## src/include/cpw_pkg.sv

```systemverilog
// Constants, field layout and mode codes for the modulated-output timer unit.
// Assumes a 32-bit APB slave, one word per register, registers in the low byte lanes.
package cpw_pkg;
	// ==========================================================
	// Register byte offsets
	localparam logic [7:0] CPW_OFS_UNIT_CONTROL = 8'h00;
	localparam logic [7:0] CPW_OFS_DUTY_UPPER = 8'h04;
	localparam logic [7:0] CPW_OFS_DUTY_SHADOW = 8'h08;
	localparam logic [7:0] CPW_OFS_PERIOD_LIMIT = 8'h0c;
	localparam logic [7:0] CPW_OFS_PERIOD_COUNTER = 8'h10;
	localparam logic [7:0] CPW_OFS_TIMER_CONTROL = 8'h14;
	localparam logic [7:0] CPW_OFS_FLAGS = 8'h18;
	localparam logic [7:0] CPW_OFS_PIN_DIRECTION = 8'h1c;

	// ==========================================================
	// Field positions
	localparam int CPW_CTL_MODE_LSB = 0;
	localparam int CPW_CTL_DLOW_LSB = 4;
	localparam int CPW_TCTL_PS_LSB = 0;
	localparam int CPW_TCTL_RUN_BIT = 2;
	localparam int CPW_TCTL_POST_LSB = 3;
	localparam int CPW_FLG_PERIOD_BIT = 0;
	localparam int CPW_FLG_EVENT_BIT = 1;

	// ==========================================================
	// Reset values
	localparam logic [5:0] CPW_RST_CONTROL = 6'h00;
	localparam logic [7:0] CPW_RST_DUTY = 8'h00;
	localparam logic [7:0] CPW_RST_LIMIT = 8'hff;
	localparam logic [7:0] CPW_RST_COUNT = 8'h00;
	localparam logic [6:0] CPW_RST_TCTL = 7'h00;
	localparam logic CPW_RST_DIR = 1'b1;

	// ==========================================================
	// Mode select codes
	localparam logic [3:0] CPW_MODE_OFF = 4'h0;
	localparam logic [3:0] CPW_MODE_CMP_TOGGLE = 4'h2;
	localparam logic [3:0] CPW_MODE_CAP_FALL = 4'h4;
	localparam logic [3:0] CPW_MODE_CAP_RISE = 4'h5;
	localparam logic [3:0] CPW_MODE_CAP_RISE4 = 4'h6;
	localparam logic [3:0] CPW_MODE_CAP_RISE16 = 4'h7;
	localparam logic [3:0] CPW_MODE_CMP_SET = 4'h8;
	localparam logic [3:0] CPW_MODE_CMP_CLEAR = 4'h9;
	localparam logic [3:0] CPW_MODE_CMP_SWINT = 4'ha;
	localparam logic [3:0] CPW_MODE_CMP_TRIG = 4'hb;

	// Timer prescale select codes
	localparam logic [1:0] CPW_PS_DIV1 = 2'h0;
	localparam logic [1:0] CPW_PS_DIV4 = 2'h1;

	// ==========================================================
	// Timing: one timer step is four oscillator periods
	localparam int CPW_OSC_PER_STEP = 4;
	localparam logic [1:0] CPW_PHASE_LAST = 2'(CPW_OSC_PER_STEP - 1);
	localparam logic [3:0] CPW_PRESC_LAST = 4'hf;
	localparam logic [1:0] CPW_PRESC4_LAST = 2'h3;
	localparam logic [3:0] CPW_CAP4_LAST = 4'h3;
	localparam logic [3:0] CPW_CAP16_LAST = 4'hf;

	typedef enum logic [1:0] {
		CPW_BUS_IDLE = 2'b01,
		CPW_BUS_ACCESS = 2'b10
	} cpw_bus_t;
endpackage

```

## src/verilog/cpw_unit.sv

```systemverilog
// Capture/compare/modulated-output timer unit with an APB register slave.
// Assumes pclk is the oscillator clock, capture pin and sleep request are asynchronous,
// and converter_enable comes from logic on pclk.
module cpw_unit #(
	parameter int ADDR_W = 8
) (
	input wire logic pclk,
	input wire logic presetn,
	input wire logic psel,
	input wire logic penable,
	input wire logic pwrite,
	input wire logic [ADDR_W-1:0] paddr,
	input wire logic [31:0] pwdata,
	output logic [31:0] prdata,
	output logic pready,
	output logic pslverr,
	input wire logic wave_pin_in,
	output logic wave_pin_out,
	output logic wave_pin_oe_n,
	input wire logic sleep_req,
	input wire logic converter_enable,
	output logic conversion_start
);
	import cpw_pkg::*;

	// ==========================================================
	// Elaboration check
	generate
		if (ADDR_W < 5 || ADDR_W > 8)
		begin : g_bad_addr
			$error("cpw_unit: ADDR_W must lie between 5 and 8");
		end
	endgenerate

	// ==========================================================
	// State
	typedef struct packed {
		logic cap_s1, cap_s2, cap_prev, slp_s1, slp_s2;
		logic [1:0] phase;
		logic [3:0] presc;
		logic [3:0] cap_cnt;
		logic [5:0] ctrl;
		logic [7:0] duty_up;
		logic [7:0] shadow;
		logic [1:0] latch;
		logic [7:0] limit;
		logic [7:0] count;
		logic [6:0] tctl;
		logic flag_pm, flag_ev, dir, wave, oe_n, trig;
		cpw_bus_t bus;
		logic [31:0] rdata;
		logic ready, err;
	} cpw_state_t;

	cpw_state_t s_q;
	cpw_state_t s_d;

	// ==========================================================
	// Mode decode helpers
	function automatic logic is_pwm(input logic [3:0] m);
		is_pwm = (m[3:2] == 2'b11);
	endfunction

	function automatic logic is_capture(input logic [3:0] m);
		is_capture = (m[3:2] == 2'b01);
	endfunction

	// Software-interrupt and trigger modes leave the pin alone
	function automatic logic drives_pin(input logic [3:0] m);
		drives_pin = is_pwm(m) || m == CPW_MODE_CMP_TOGGLE || m == CPW_MODE_CMP_SET
			|| m == CPW_MODE_CMP_CLEAR;
	endfunction

	function automatic logic [31:0] word8(input logic [7:0] v);
		word8 = {24'h000000, v};
	endfunction

	// Register read mux; unmapped offsets flag an error
	function automatic logic [32:0] rd_mux(input cpw_state_t s, input logic [7:0] a);
		rd_mux = {1'b0, 32'h00000000};
		case (a)
			CPW_OFS_UNIT_CONTROL: rd_mux[31:0] = word8({2'b00, s.ctrl});
			CPW_OFS_DUTY_UPPER: rd_mux[31:0] = word8(s.duty_up);
			CPW_OFS_DUTY_SHADOW: rd_mux[31:0] = word8(s.shadow);
			CPW_OFS_PERIOD_LIMIT: rd_mux[31:0] = word8(s.limit);
			CPW_OFS_PERIOD_COUNTER: rd_mux[31:0] = word8(s.count);
			CPW_OFS_TIMER_CONTROL: rd_mux[31:0] = word8({1'b0, s.tctl});
			CPW_OFS_FLAGS: rd_mux[31:0] = word8({6'h00, s.flag_ev, s.flag_pm});
			CPW_OFS_PIN_DIRECTION: rd_mux[31:0] = word8({7'h00, s.dir});
			default: rd_mux[32] = 1'b1;
		endcase
	endfunction

	// ==========================================================
	// Next-state logic
	always_comb
	begin
		logic [7:0] addr;
		logic [3:0] mode;
		logic [1:0] ps, tb_low;
		logic run, quarter, step, rollover, cmp_hit, cap_edge, cap_evt, wr;
		logic [32:0] rd;
		logic [9:0] new_duty;
		addr = 8'(paddr);
		mode = s_q.ctrl[CPW_CTL_MODE_LSB +: 4];
		ps = s_q.tctl[CPW_TCTL_PS_LSB +: 2];
		run = s_q.tctl[CPW_TCTL_RUN_BIT] && !s_q.slp_s2;
		quarter = 1'b0;
		step = 1'b0;
		tb_low = 2'h0;
		rollover = 1'b0;
		cmp_hit = 1'b0;
		cap_edge = 1'b0;
		cap_evt = 1'b0;
		wr = 1'b0;
		rd = 33'h000000000;
		new_duty = 10'h000;
		s_d = s_q;

		// Synchronisers for the pin and the sleep request
		s_d.cap_s1 = wave_pin_in;
		s_d.cap_s2 = s_q.cap_s1;
		s_d.slp_s1 = sleep_req;
		s_d.slp_s2 = s_q.slp_s1;
		s_d.trig = 1'b0;

		// Prescaler chain: phase counts oscillator periods, presc counts steps
		quarter = run && (s_q.phase == CPW_PHASE_LAST);
		case (ps)
			CPW_PS_DIV1: step = quarter;
			CPW_PS_DIV4: step = quarter && (s_q.presc[1:0] == CPW_PRESC4_LAST);
			default: step = quarter && (s_q.presc == CPW_PRESC_LAST);
		endcase
		if (run)
		begin
			s_d.phase = s_q.phase + 2'h1;
		end
		if (quarter)
		begin
			s_d.presc = s_q.presc + 4'h1;
		end
		// Low time-base bits of the coming cycle; the postscaler field never enters here
		case (ps)
			CPW_PS_DIV1: tb_low = s_d.phase;
			CPW_PS_DIV4: tb_low = s_d.presc[1:0];
			default: tb_low = s_d.presc[3:2];
		endcase

		// Period counter and rollover
		rollover = step && (s_q.count == s_q.limit);
		if (rollover)
		begin
			s_d.count = CPW_RST_COUNT;
			s_d.flag_pm = 1'b1;
		end
		else if (step)
		begin
			s_d.count = s_q.count + 8'h01;
		end

		// Modulation mode: duty too large never matches, so the pin just holds
		new_duty = {s_q.duty_up, s_q.ctrl[CPW_CTL_DLOW_LSB +: 2]};
		if (is_pwm(mode))
		begin
			if (rollover)
			begin
				s_d.shadow = s_q.duty_up;
				s_d.latch = s_q.ctrl[CPW_CTL_DLOW_LSB +: 2];
				s_d.wave = (new_duty != 10'h000);
			end
			// Match on the coming time base: the registered pin is then low from
			// the first matching count, so the pulse lasts exactly the duty value
			if (run && {s_d.count, tb_low} == {s_d.shadow, s_d.latch})
			begin
				s_d.wave = 1'b0;
			end
		end

		// Compare modes match the counter against the upper duty bits
		cmp_hit = step && (s_q.count == s_q.duty_up);
		if (cmp_hit)
		begin
			case (mode)
				CPW_MODE_CMP_TOGGLE: s_d.wave = !s_q.wave;
				CPW_MODE_CMP_SET:
				begin
					s_d.wave = 1'b1;
					s_d.flag_ev = 1'b1;
				end
				CPW_MODE_CMP_CLEAR:
				begin
					s_d.wave = 1'b0;
					s_d.flag_ev = 1'b1;
				end
				CPW_MODE_CMP_SWINT: s_d.flag_ev = 1'b1;
				CPW_MODE_CMP_TRIG:
				begin
					s_d.flag_ev = 1'b1;
					s_d.trig = converter_enable;
				end
				default: s_d.wave = s_q.wave;
			endcase
		end

		// Capture modes: edge detect on the synchronised pin, then edge prescale
		s_d.cap_prev = s_q.cap_s2;
		if (is_capture(mode) && !s_q.slp_s2)
		begin
			if (mode == CPW_MODE_CAP_FALL)
			begin
				cap_edge = s_q.cap_prev && !s_q.cap_s2;
			end
			else
			begin
				cap_edge = !s_q.cap_prev && s_q.cap_s2;
			end
			case (mode)
				CPW_MODE_CAP_RISE4: cap_evt = cap_edge && (s_q.cap_cnt[1:0] == CPW_CAP4_LAST[1:0]);
				CPW_MODE_CAP_RISE16: cap_evt = cap_edge && (s_q.cap_cnt == CPW_CAP16_LAST);
				default: cap_evt = cap_edge;
			endcase
			if (cap_edge)
			begin
				s_d.cap_cnt = s_q.cap_cnt + 4'h1;
			end
		end
		else if (!is_capture(mode))
		begin
			s_d.cap_cnt = 4'h0;
		end

		// Unit off: pin level, capture count and duty latch back to rest
		if (mode == CPW_MODE_OFF)
		begin
			s_d.wave = 1'b0;
			s_d.cap_cnt = 4'h0;
			s_d.latch = 2'h0;
		end

		// APB: setup cycle prepares the answer, access cycle completes with zero waits
		s_d.ready = 1'b0;
		s_d.err = 1'b0;
		case (s_q.bus)
			CPW_BUS_IDLE:
			begin
				if (psel && !penable)
				begin
					rd = rd_mux(s_q, addr);
					s_d.rdata = pwrite ? 32'h00000000 : rd[31:0];
					s_d.err = rd[32];
					s_d.ready = 1'b1;
					s_d.bus = CPW_BUS_ACCESS;
				end
			end
			CPW_BUS_ACCESS:
			begin
				wr = psel && penable && pwrite && s_q.ready && !s_q.err;
				s_d.bus = CPW_BUS_IDLE;
			end
			default: s_d.bus = CPW_BUS_IDLE;
		endcase

		// Register writes; hardware events win over software clears
		if (wr)
		begin
			case (addr)
				CPW_OFS_UNIT_CONTROL: s_d.ctrl = pwdata[5:0];
				CPW_OFS_DUTY_UPPER:
				begin
					if (!cap_evt)
					begin
						s_d.duty_up = pwdata[7:0];
					end
				end
				CPW_OFS_DUTY_SHADOW:
				begin
					if (!is_pwm(mode))
					begin
						s_d.shadow = pwdata[7:0];
					end
				end
				CPW_OFS_PERIOD_LIMIT: s_d.limit = pwdata[7:0];
				CPW_OFS_PERIOD_COUNTER: s_d.count = pwdata[7:0];
				CPW_OFS_TIMER_CONTROL: s_d.tctl = pwdata[6:0];
				CPW_OFS_FLAGS:
				begin
					if (pwdata[CPW_FLG_PERIOD_BIT] && !rollover)
					begin
						s_d.flag_pm = 1'b0;
					end
					if (pwdata[CPW_FLG_EVENT_BIT]
						&& !((cmp_hit && mode[3:2] == CPW_MODE_CMP_SET[3:2]) || cap_evt))
					begin
						s_d.flag_ev = 1'b0;
					end
				end
				CPW_OFS_PIN_DIRECTION: s_d.dir = pwdata[0];
				default: s_d.dir = s_q.dir;
			endcase
		end
		if (cap_evt)
		begin
			s_d.duty_up = s_q.count;
			s_d.flag_ev = 1'b1;
		end

		// Pin is driven only when direction is output and the mode owns it
		s_d.oe_n = s_d.dir || !drives_pin(s_d.ctrl[CPW_CTL_MODE_LSB +: 4]);
	end

	// ==========================================================
	// State register: reset clears control, pin goes to input
	always_ff @(posedge pclk or negedge presetn)
	begin
		if (!presetn)
		begin
			s_q <= '0;
			s_q.ctrl <= CPW_RST_CONTROL;
			s_q.duty_up <= CPW_RST_DUTY;
			s_q.shadow <= CPW_RST_DUTY;
			s_q.limit <= CPW_RST_LIMIT;
			s_q.count <= CPW_RST_COUNT;
			s_q.tctl <= CPW_RST_TCTL;
			s_q.dir <= CPW_RST_DIR;
			s_q.oe_n <= 1'b1;
			s_q.bus <= CPW_BUS_IDLE;
		end
		else
		begin
			s_q <= s_d;
		end
	end

	// ==========================================================
	// Outputs straight from the state register
	assign prdata = s_q.rdata;
	assign pready = s_q.ready;
	assign pslverr = s_q.err;
	assign wave_pin_out = s_q.wave;
	assign wave_pin_oe_n = s_q.oe_n;
	assign conversion_start = s_q.trig;
endmodule // cpw_unit
```

## config.mk

```make
export PLATFORM = sky130hd
export DESIGN_NAME = cpw_unit
export DESIGN_NICKNAME = d
export VERILOG_FILES = /design/src/include/cpw_pkg.sv /design/src/verilog/cpw_unit.sv
export SDC_FILE = /design/constraint.sdc
export NUM_CORES = 1
export LEC_CHECK = 0
export ABC_AREA = 1
export BUFFER_PORTS_ARGS = -buffer_cell sky130_fd_sc_hd__buf_4
export CELL_PAD_IN_SITES_DETAIL_PLACEMENT = 0
export CELL_PAD_IN_SITES_GLOBAL_PLACEMENT = 2
export CORE_MARGIN = 5
export CORE_UTILIZATION = 30
export CTS_BUF_LIST = sky130_fd_sc_hd__clkbuf_2 sky130_fd_sc_hd__clkbuf_4 sky130_fd_sc_hd__clkbuf_8
export DETAILED_ROUTE_END_ITERATION = 8
export PLACE_DENSITY = 0.81
export SLEW_MARGIN = 30
export SYNTH_ARGS = -nofsm -noshare
export SYNTH_HDL_FRONTEND = slang
export SYNTH_SLANG_ARGS = --single-unit
```

## constraint.sdc

```tcl
create_clock -name pclk -period 4.7 [get_ports pclk]
set_clock_uncertainty 0.15 [all_clocks]
set_input_delay 0.47 -clock pclk [delete_from_list [all_inputs] [get_ports pclk]]
set_output_delay 0.47 -clock pclk [all_outputs]
set_load 0.02 [all_outputs]
```

=== Yosys cells after proc, flatten, opt, wreduce, memory -nomap -nowiden ===
Index checks and enable logic that the tools add are counted.

* Eq/ne operators: 37
* Mux-type cells: 51
* Reduce and logical (&&, ||, !) cells: 50
* Add/sub/neg operators: 4

{| class="wikitable"
|+ Operators with widths
! kind !! number
|-
| two-way mux 8 bit || 8
|-
| case mux 8 bit (8 select lines) || 1
|-
| two-way mux 36 bit || 1
|-
| == test 4 bit (second input constant) || 8
|-
| == test 8 x 5 -> 1 bit (second input constant) || 4
|-
| two-way mux 32 bit || 1
|-
| two-way mux 10 bit || 3
|-
| two-way mux 4 bit || 6
|-
| logical AND 1 bit || 20
|-
| two-way mux 20 bit || 1
|-
| two-way mux 1 bit || 19
|-
| two-way mux 18 bit || 1
|-
| == test 8 x 4 -> 1 bit (second input constant) || 2
|-
| == test 8 bit || 2
|-
| == test 2 bit (second input constant) || 7
|-
| == test 4 x 3 -> 1 bit (second input constant) || 3
|-
| AND reduction 2 bit || 6
|-
| == test 10 bit || 1
|-
| two-way mux 2 bit || 5
|-
| nonzero test 10 bit || 1
|-
| zero test 1 bit || 9
|-
| adder 4 x 1 -> 4 bit (second input constant) || 2
|-
| adder 8 x 1 -> 8 bit (second input constant) || 1
|-
| == test 4 x 2 -> 1 bit (second input constant) || 2
|-
| other kinds (18) || 28
|}

* Output and inout port bits: 37
* Register bits: 104

=== Depth between registers and ports, before layout ===
* Word-level depth: 18
* Mapped depth: 20

=== Least setup slack after synthesis ===
OpenSTA, ideal clock, no wires.

* Kind: register to register
* Start: reg s_q[93] in the netlist's numbering
* End: reg s_q, in the netlist wave_pin_out
* Cell stages (with the launch flop): 21
* Data required time: 4.433 ns
* Data arrival time: 1.804 ns
* Buffers on the path: 1
* Slack: 2.629 ns
* Period minus slack after synthesis: 2.071 ns
* Cell sequence: dfrtp_1 -> ha_1 -> inv_1 -> o21ai_2 -> nand3_4 -> inv_4 -> buf_4 -> nand2_1 -> nand2_1 -> inv_1 -> nand2_1 -> nand3_1 -> nand2_1 -> nor2_1 -> nand2_1 -> nor2_1 -> nand3_1 -> nand2_1 -> nand2_1 -> nand2_1 -> nand2_1

* Word-level cells in the longest chain between the ends: 13

{| class="wikitable"
|+ Ends and longest elaborated chain
! element !! line !! source
|-
| start: declaration || cpw_unit.sv:55 || <nowiki>cpw_state_t s_q;</nowiki>
|-
| == test 4 bit or == test 2 bit (tied branches) || cpw_unit.sv:132, cpw_unit.sv:131 ||
|-
| logical AND 1 bit, on equally long branches || cpw_unit.sv:132, cpw_unit.sv:131 ||
|-
| case mux 1 bit (2 select lines) || cpw_unit.sv:129 || <nowiki>case (ps)</nowiki>
|-
| logical AND 1 bit || cpw_unit.sv:150 || <nowiki>rollover = step && (s_q.count == s_q.limit);</nowiki>
|-
| two-way mux 10 bit || cpw_unit.sv:165 || <nowiki>if (rollover)</nowiki>
|-
| two-way mux 10 bit || cpw_unit.sv:163 || <nowiki>if (is_pwm(mode))</nowiki>
|-
| == test 10 bit || cpw_unit.sv:173 || <nowiki>if (run && {s_d.count, tb_low} == {s_d.shadow, s_d.latch})</nowiki>
|-
| logical AND 1 bit || cpw_unit.sv:173 ||
|-
| two-way mux 1 bit || cpw_unit.sv:173 ||
|-
| two-way mux 1 bit || cpw_unit.sv:163 ||
|-
| case mux 1 bit (4 select lines) || cpw_unit.sv:183 || <nowiki>case (mode)</nowiki>
|-
| two-way mux 1 bit || cpw_unit.sv:181 || <nowiki>if (cmp_hit)</nowiki>
|-
| two-way mux 1 bit || cpw_unit.sv:233 || <nowiki>if (mode == CPW_MODE_OFF)</nowiki>
|}

Several ways; a longest one is shown, not always the timed one. The select of a mux whose other input is x is not followed.
A chain may end at the register's enable or synchronous reset.

=== Worst setup path in the final report ===
* Start: reg s_q[97] in the netlist's numbering
* End: reg s_q, in the netlist wave_pin_out

* Word-level cells in the longest chain between the ends: 14

{| class="wikitable"
|+ Ends and longest elaborated chain
! element !! line !! source
|-
| == test 2 bit || cpw_unit.sv:128 || <nowiki>quarter = run && (s_q.phase == CPW_PHASE_LAST);</nowiki>
|-
| logical AND 1 bit || cpw_unit.sv:128 ||
|-
| logical AND 1 bit, on equally long branches || cpw_unit.sv:132, cpw_unit.sv:131 ||
|-
| case mux 1 bit (2 select lines) || cpw_unit.sv:129 ||
|-
| logical AND 1 bit || cpw_unit.sv:150 ||
|-
| two-way mux 10 bit || cpw_unit.sv:165 ||
|-
| two-way mux 10 bit || cpw_unit.sv:163 ||
|-
| == test 10 bit || cpw_unit.sv:173 ||
|-
| logical AND 1 bit || cpw_unit.sv:173 ||
|-
| two-way mux 1 bit || cpw_unit.sv:173 ||
|-
| two-way mux 1 bit || cpw_unit.sv:163 ||
|-
| case mux 1 bit (4 select lines) || cpw_unit.sv:183 ||
|-
| two-way mux 1 bit || cpw_unit.sv:181 ||
|-
| two-way mux 1 bit || cpw_unit.sv:233 ||
|}

Several ways; a longest one is shown, not always the timed one. The select of a mux whose other input is x is not followed.

==> reports/qor.log <==
[job] MaxCap Viol Count 0
[outcome] result of the run complete, but fails checks
[synth] top area cells in the synthesized netlist dfrtp_1 (34%), nand2_1 (15%), inv_1 (7.4%)
[synth] gate count of the mapped netlist 719
[worst_setup_path] stage delay of the slowest cell on the critical path 0.38 ns
[route] met2 WL post-DR 6790 um
[timing] fmax 373 MHz
[timing] total negative slack 0 ns
[worst_setup_path] crit path cell chain ha_1, nand3_2, inv_2, nand3_4, inv_4, nand3_2, clkinv_1, nor2_1, nand2_1, nand2_1, nor2_1, nand2_1, nor2_1, nand3_1, nand2_1, nand2_1, nand2_1, nand2_1
[timing] transition at the pin with the smallest max-transition slack 0.839 ns
[worst_setup_path] R2R depth 18
[clock_tree] total of hold buffers inserted after clock tree synthesis 0
[global_route] total routing usage reported by global routing 15.5%
[layout] final non-filler cell total 969
[global_route] pin count of the biggest net entering global routing 81
[synth] cell type with the largest total area after synthesis dfrtp_1
[floorplan] DIE HEIGHT 140 um
[route] count of antenna-violating nets left after detailed routing 0
[floorplan] Starting Density 30.7%
[timing] final cycle utilization of the critical path 57.1%
[route] drt total wl 15,000 um
[floorplan] placeable core area 16,600 um2
[timing] headroom to the max-slew limit 43.8%
[layout] Sequential cell area 2020 um2
[worst_setup_path] worst reg2reg path endpoint wave_pin_out
[layout] proportion of layout cells with a drive suffix above 1 11.7%
[worst_setup_path] endpoint type of the worst setup path flop
[synth] number of enable flip-flop cells after synthesis 0
[worst_setup_path] Startpoint Class flop
[worst_setup_path] data arrival at the endpoint of the critical path 2.80 ns
[route] via count 4,578
[layout] Layout fillers 1,826
[route] met3 WL 766 um
[clock_tree] clock latency on the worst-skew pair 0.38 ns
[placement] total placed cells including tap cells 953
[worst_setup_path] cell with the largest stage delay on the worst path dfrtp_1
[route] average wire per cell in the routed design 15.5 um
[route] violation count after the first detailed-routing iteration 344
[clock_tree] number of buffers added for setup after CTS 0
[placement] placer's final routability congestion estimate 0.871
[clock_tree] TritonCTS clock tree yes
[timing] Final setup violation count 0
[clock_tree] number of clock sinks 80
[clock_tree] # resized after CTS 0
[min_path] type of the most critical hold path in2async
[clock_tree] htree depth 3
[worst_setup_path] Register-to-Register Setup Slack 2.02 ns
[synth] count of warnings emitted by yosys 0
[layout] number of nets in the layout 796
[outcome] failing checks hold timing
[floorplan] # IOs 85
[route] DR DRC count 0
[worst_setup_path] worst r2r src s_q[97]
[floorplan] number of rows in the core area 47
[worst_setup_path] worst path required time 4.82 ns
[floorplan] overall die area 19,600 um2
[power] Power Dens Cells 257 nW/um2
[timing] setup repair after global routing missed its margin no
[synth] post-synthesis instance area 5080 um2
[clock_tree] clock transition at the registers of the reported paths 0.09 ns
[timing] hold slack final -0.0135 ns
[global_route] antenna violations before repair 0
[synth] top_reg_cell synth dfrtp_1
[layout] diode insertion count for antenna repair 0
[synth] share of flip-flops with an asynchronous set or reset after synthesis 100%
[clock_tree] Max Root-Sink Buffers 2
[floorplan] Die Wd 140 um
[synth] per-instance average area after synthesis 7.07 um2
[timing] clock period minus final worst setup slack 2.68 ns
[synth] count of state elements after synthesis 80
[route] 1st-pass router iterations 5
[placement] Detail Placement HPWL 11,700 um
[power] maximum vdd drop 0.000140 V
[worst_setup_path] category of the most critical setup path reg2reg
[route] Max Used Layer met4
[route] sum of routed wire segments on met1 7280 um
[layout] leading cell type in the layout, fill and taps excluded nand2_1
[clock_tree] total CTS buffers 9
[placement] Buffers on Ports 36
[layout] layout-stage area growth over the synthesis result 11.6%
[timing] pins over their slew limit 0
[synth] Netlist cell types 48
[synth] sequential element share of the synthesized area 39.7%
[worst_setup_path] top fanout value on the critical path 13
[global_route] global route overflow 0
[route] Via density 4.72
[global_route] vias in the first global route 4,254
[layout] multi-input logic area 2400 um2
[layout] most frequent cells in the layout nand2_1 (197), inv_1 (100), o21ai_0 (71), dfrtp_1 (69), nor2_1 (54)
[worst_setup_path] critical path's most frequent cell nand2_1
[synth] top-area cell type share of the netlist area 34.0%
[clock_tree] clock tree root buffer cell clkbuf_8
[power] leak pwr 0.00275 uW
[timing] total count of hold-check failures in the final report 19
[global_route] wire length of the first global-routing pass 23,700 um
flip-flops by register name (all words and copies together) (netlist names):
| signal | flops |
|---|---|
| pslverr | 1 |
| s_q | 64 |
| wave_pin_oe_n | 1 |
| s_d | 3 |
| conversion_start | 1 |
| prdata | 8 |
| pready | 1 |
| wave_pin_out | 1 |
power by group:
| part | total (uW) | switching [uW] | internal, uW |
|---|---|---|---|
| registers | 695 | 2.13 | 693 |
| clock network | 691 | 282 | 408 |
| logic | 71.8 | 53.9 | 17.9 |
stage by stage:
stage | power (uW) | instance area, um2 | hold slack [ns] | setup WS [ns] | utilization (%)
global route | 1510 | 5670 | 0.0168 | 1.69 | 34.2
finish | 1460 | 5670 | -0.0135 | 2.02 | 34.2
detailed placement | 781 | 5410 | 0.186 | 1.76 | 32.6
floorplan | 755 | 5170 | 0.0244 | 2.63 | -
global placement | 780 | 5400 | 0.185 | 1.78 | 32.6
CTS | 1480 | 5670 | 0.00454 | 1.97 | 34.2
how the worst max path moves through the flow:
stage	cells after the start	slack, ns	endpoint	from
2_1_floorplan	20	2.63	wave_pin_out	s_q[93]
3_3_place_gp	8	1.78	s_q[49]	paddr[5]
3_5_place_dp	8	1.76	s_q[49]	paddr[5]
4_1_cts	18	1.97	wave_pin_out	s_q[97]
5_1_grt	18	1.69	wave_pin_out	s_q[97]
6_report	18	2.02	wave_pin_out	s_q[97]
cell usage after synthesis (3+ instances only):
cell type,instances
inv_1,100
dfrtp_1,69
nand4_1,6
buf_2,3
a2111oi_0,3
dfstp_2,11
nand3_1,38
a211oi_1,4
nand3_2,3
clkinv_1,4
nand2_1,197
o21ai_0,71
buf_4,33
nor3_1,12
clkbuf_1,7
ha_1,4
o21ai_1,5
xor2_1,6
inv_2,11
o211ai_1,4
nor2_1,54
xnor2_1,5
o22ai_1,15
a21oi_1,23
cell families (layout without fill, tap and decap cells):
| logic type | after synthesis | count (layout) | share of synthesized area, % |
|---|---|---|---|
| AOI/OAI and AO/OA | 136 | 136 | 15.2 |
| xor gates and xnor gates | 11 | 11 | 1.90 |
| adders and majority gates | 4 | 4 | 0.985 |
| buffers and inverters | 161 | 168 | 14.7 |
| DFF | 80 | 80 | 39.7 |
| other | 1 | 24 | 0.0738 |
| and+or+nand+nor | 326 | 326 | 27.5 |
worst max-delay path: cells and delay by family (launching register included):
family,cells,cell delay (ns)
flip-flops,1,0.38
buffers and inverters,3,0.52
AND/OR/NAND/NOR,14,1.34
adder cells (fa/ha/maj),1,0.20
area by class of cell:
type	instances	area share, %
multi-input combinational	501	42.4
sequential	80	35.5
inverter	116	7.72
tap	220	4.85
timing repair buffer	36	4.83
clock inverter	7	2.51
clock buffer	9	2.18
layer usage:
layer,vias to the layer above,track usage [%]
met5,-,0
met4,0,4.18
met3,10,3.10
met2,122,24.3
met1,2131,21.8
li1,2315,-
No activity file was read; power rests on OpenSTA's default activity.
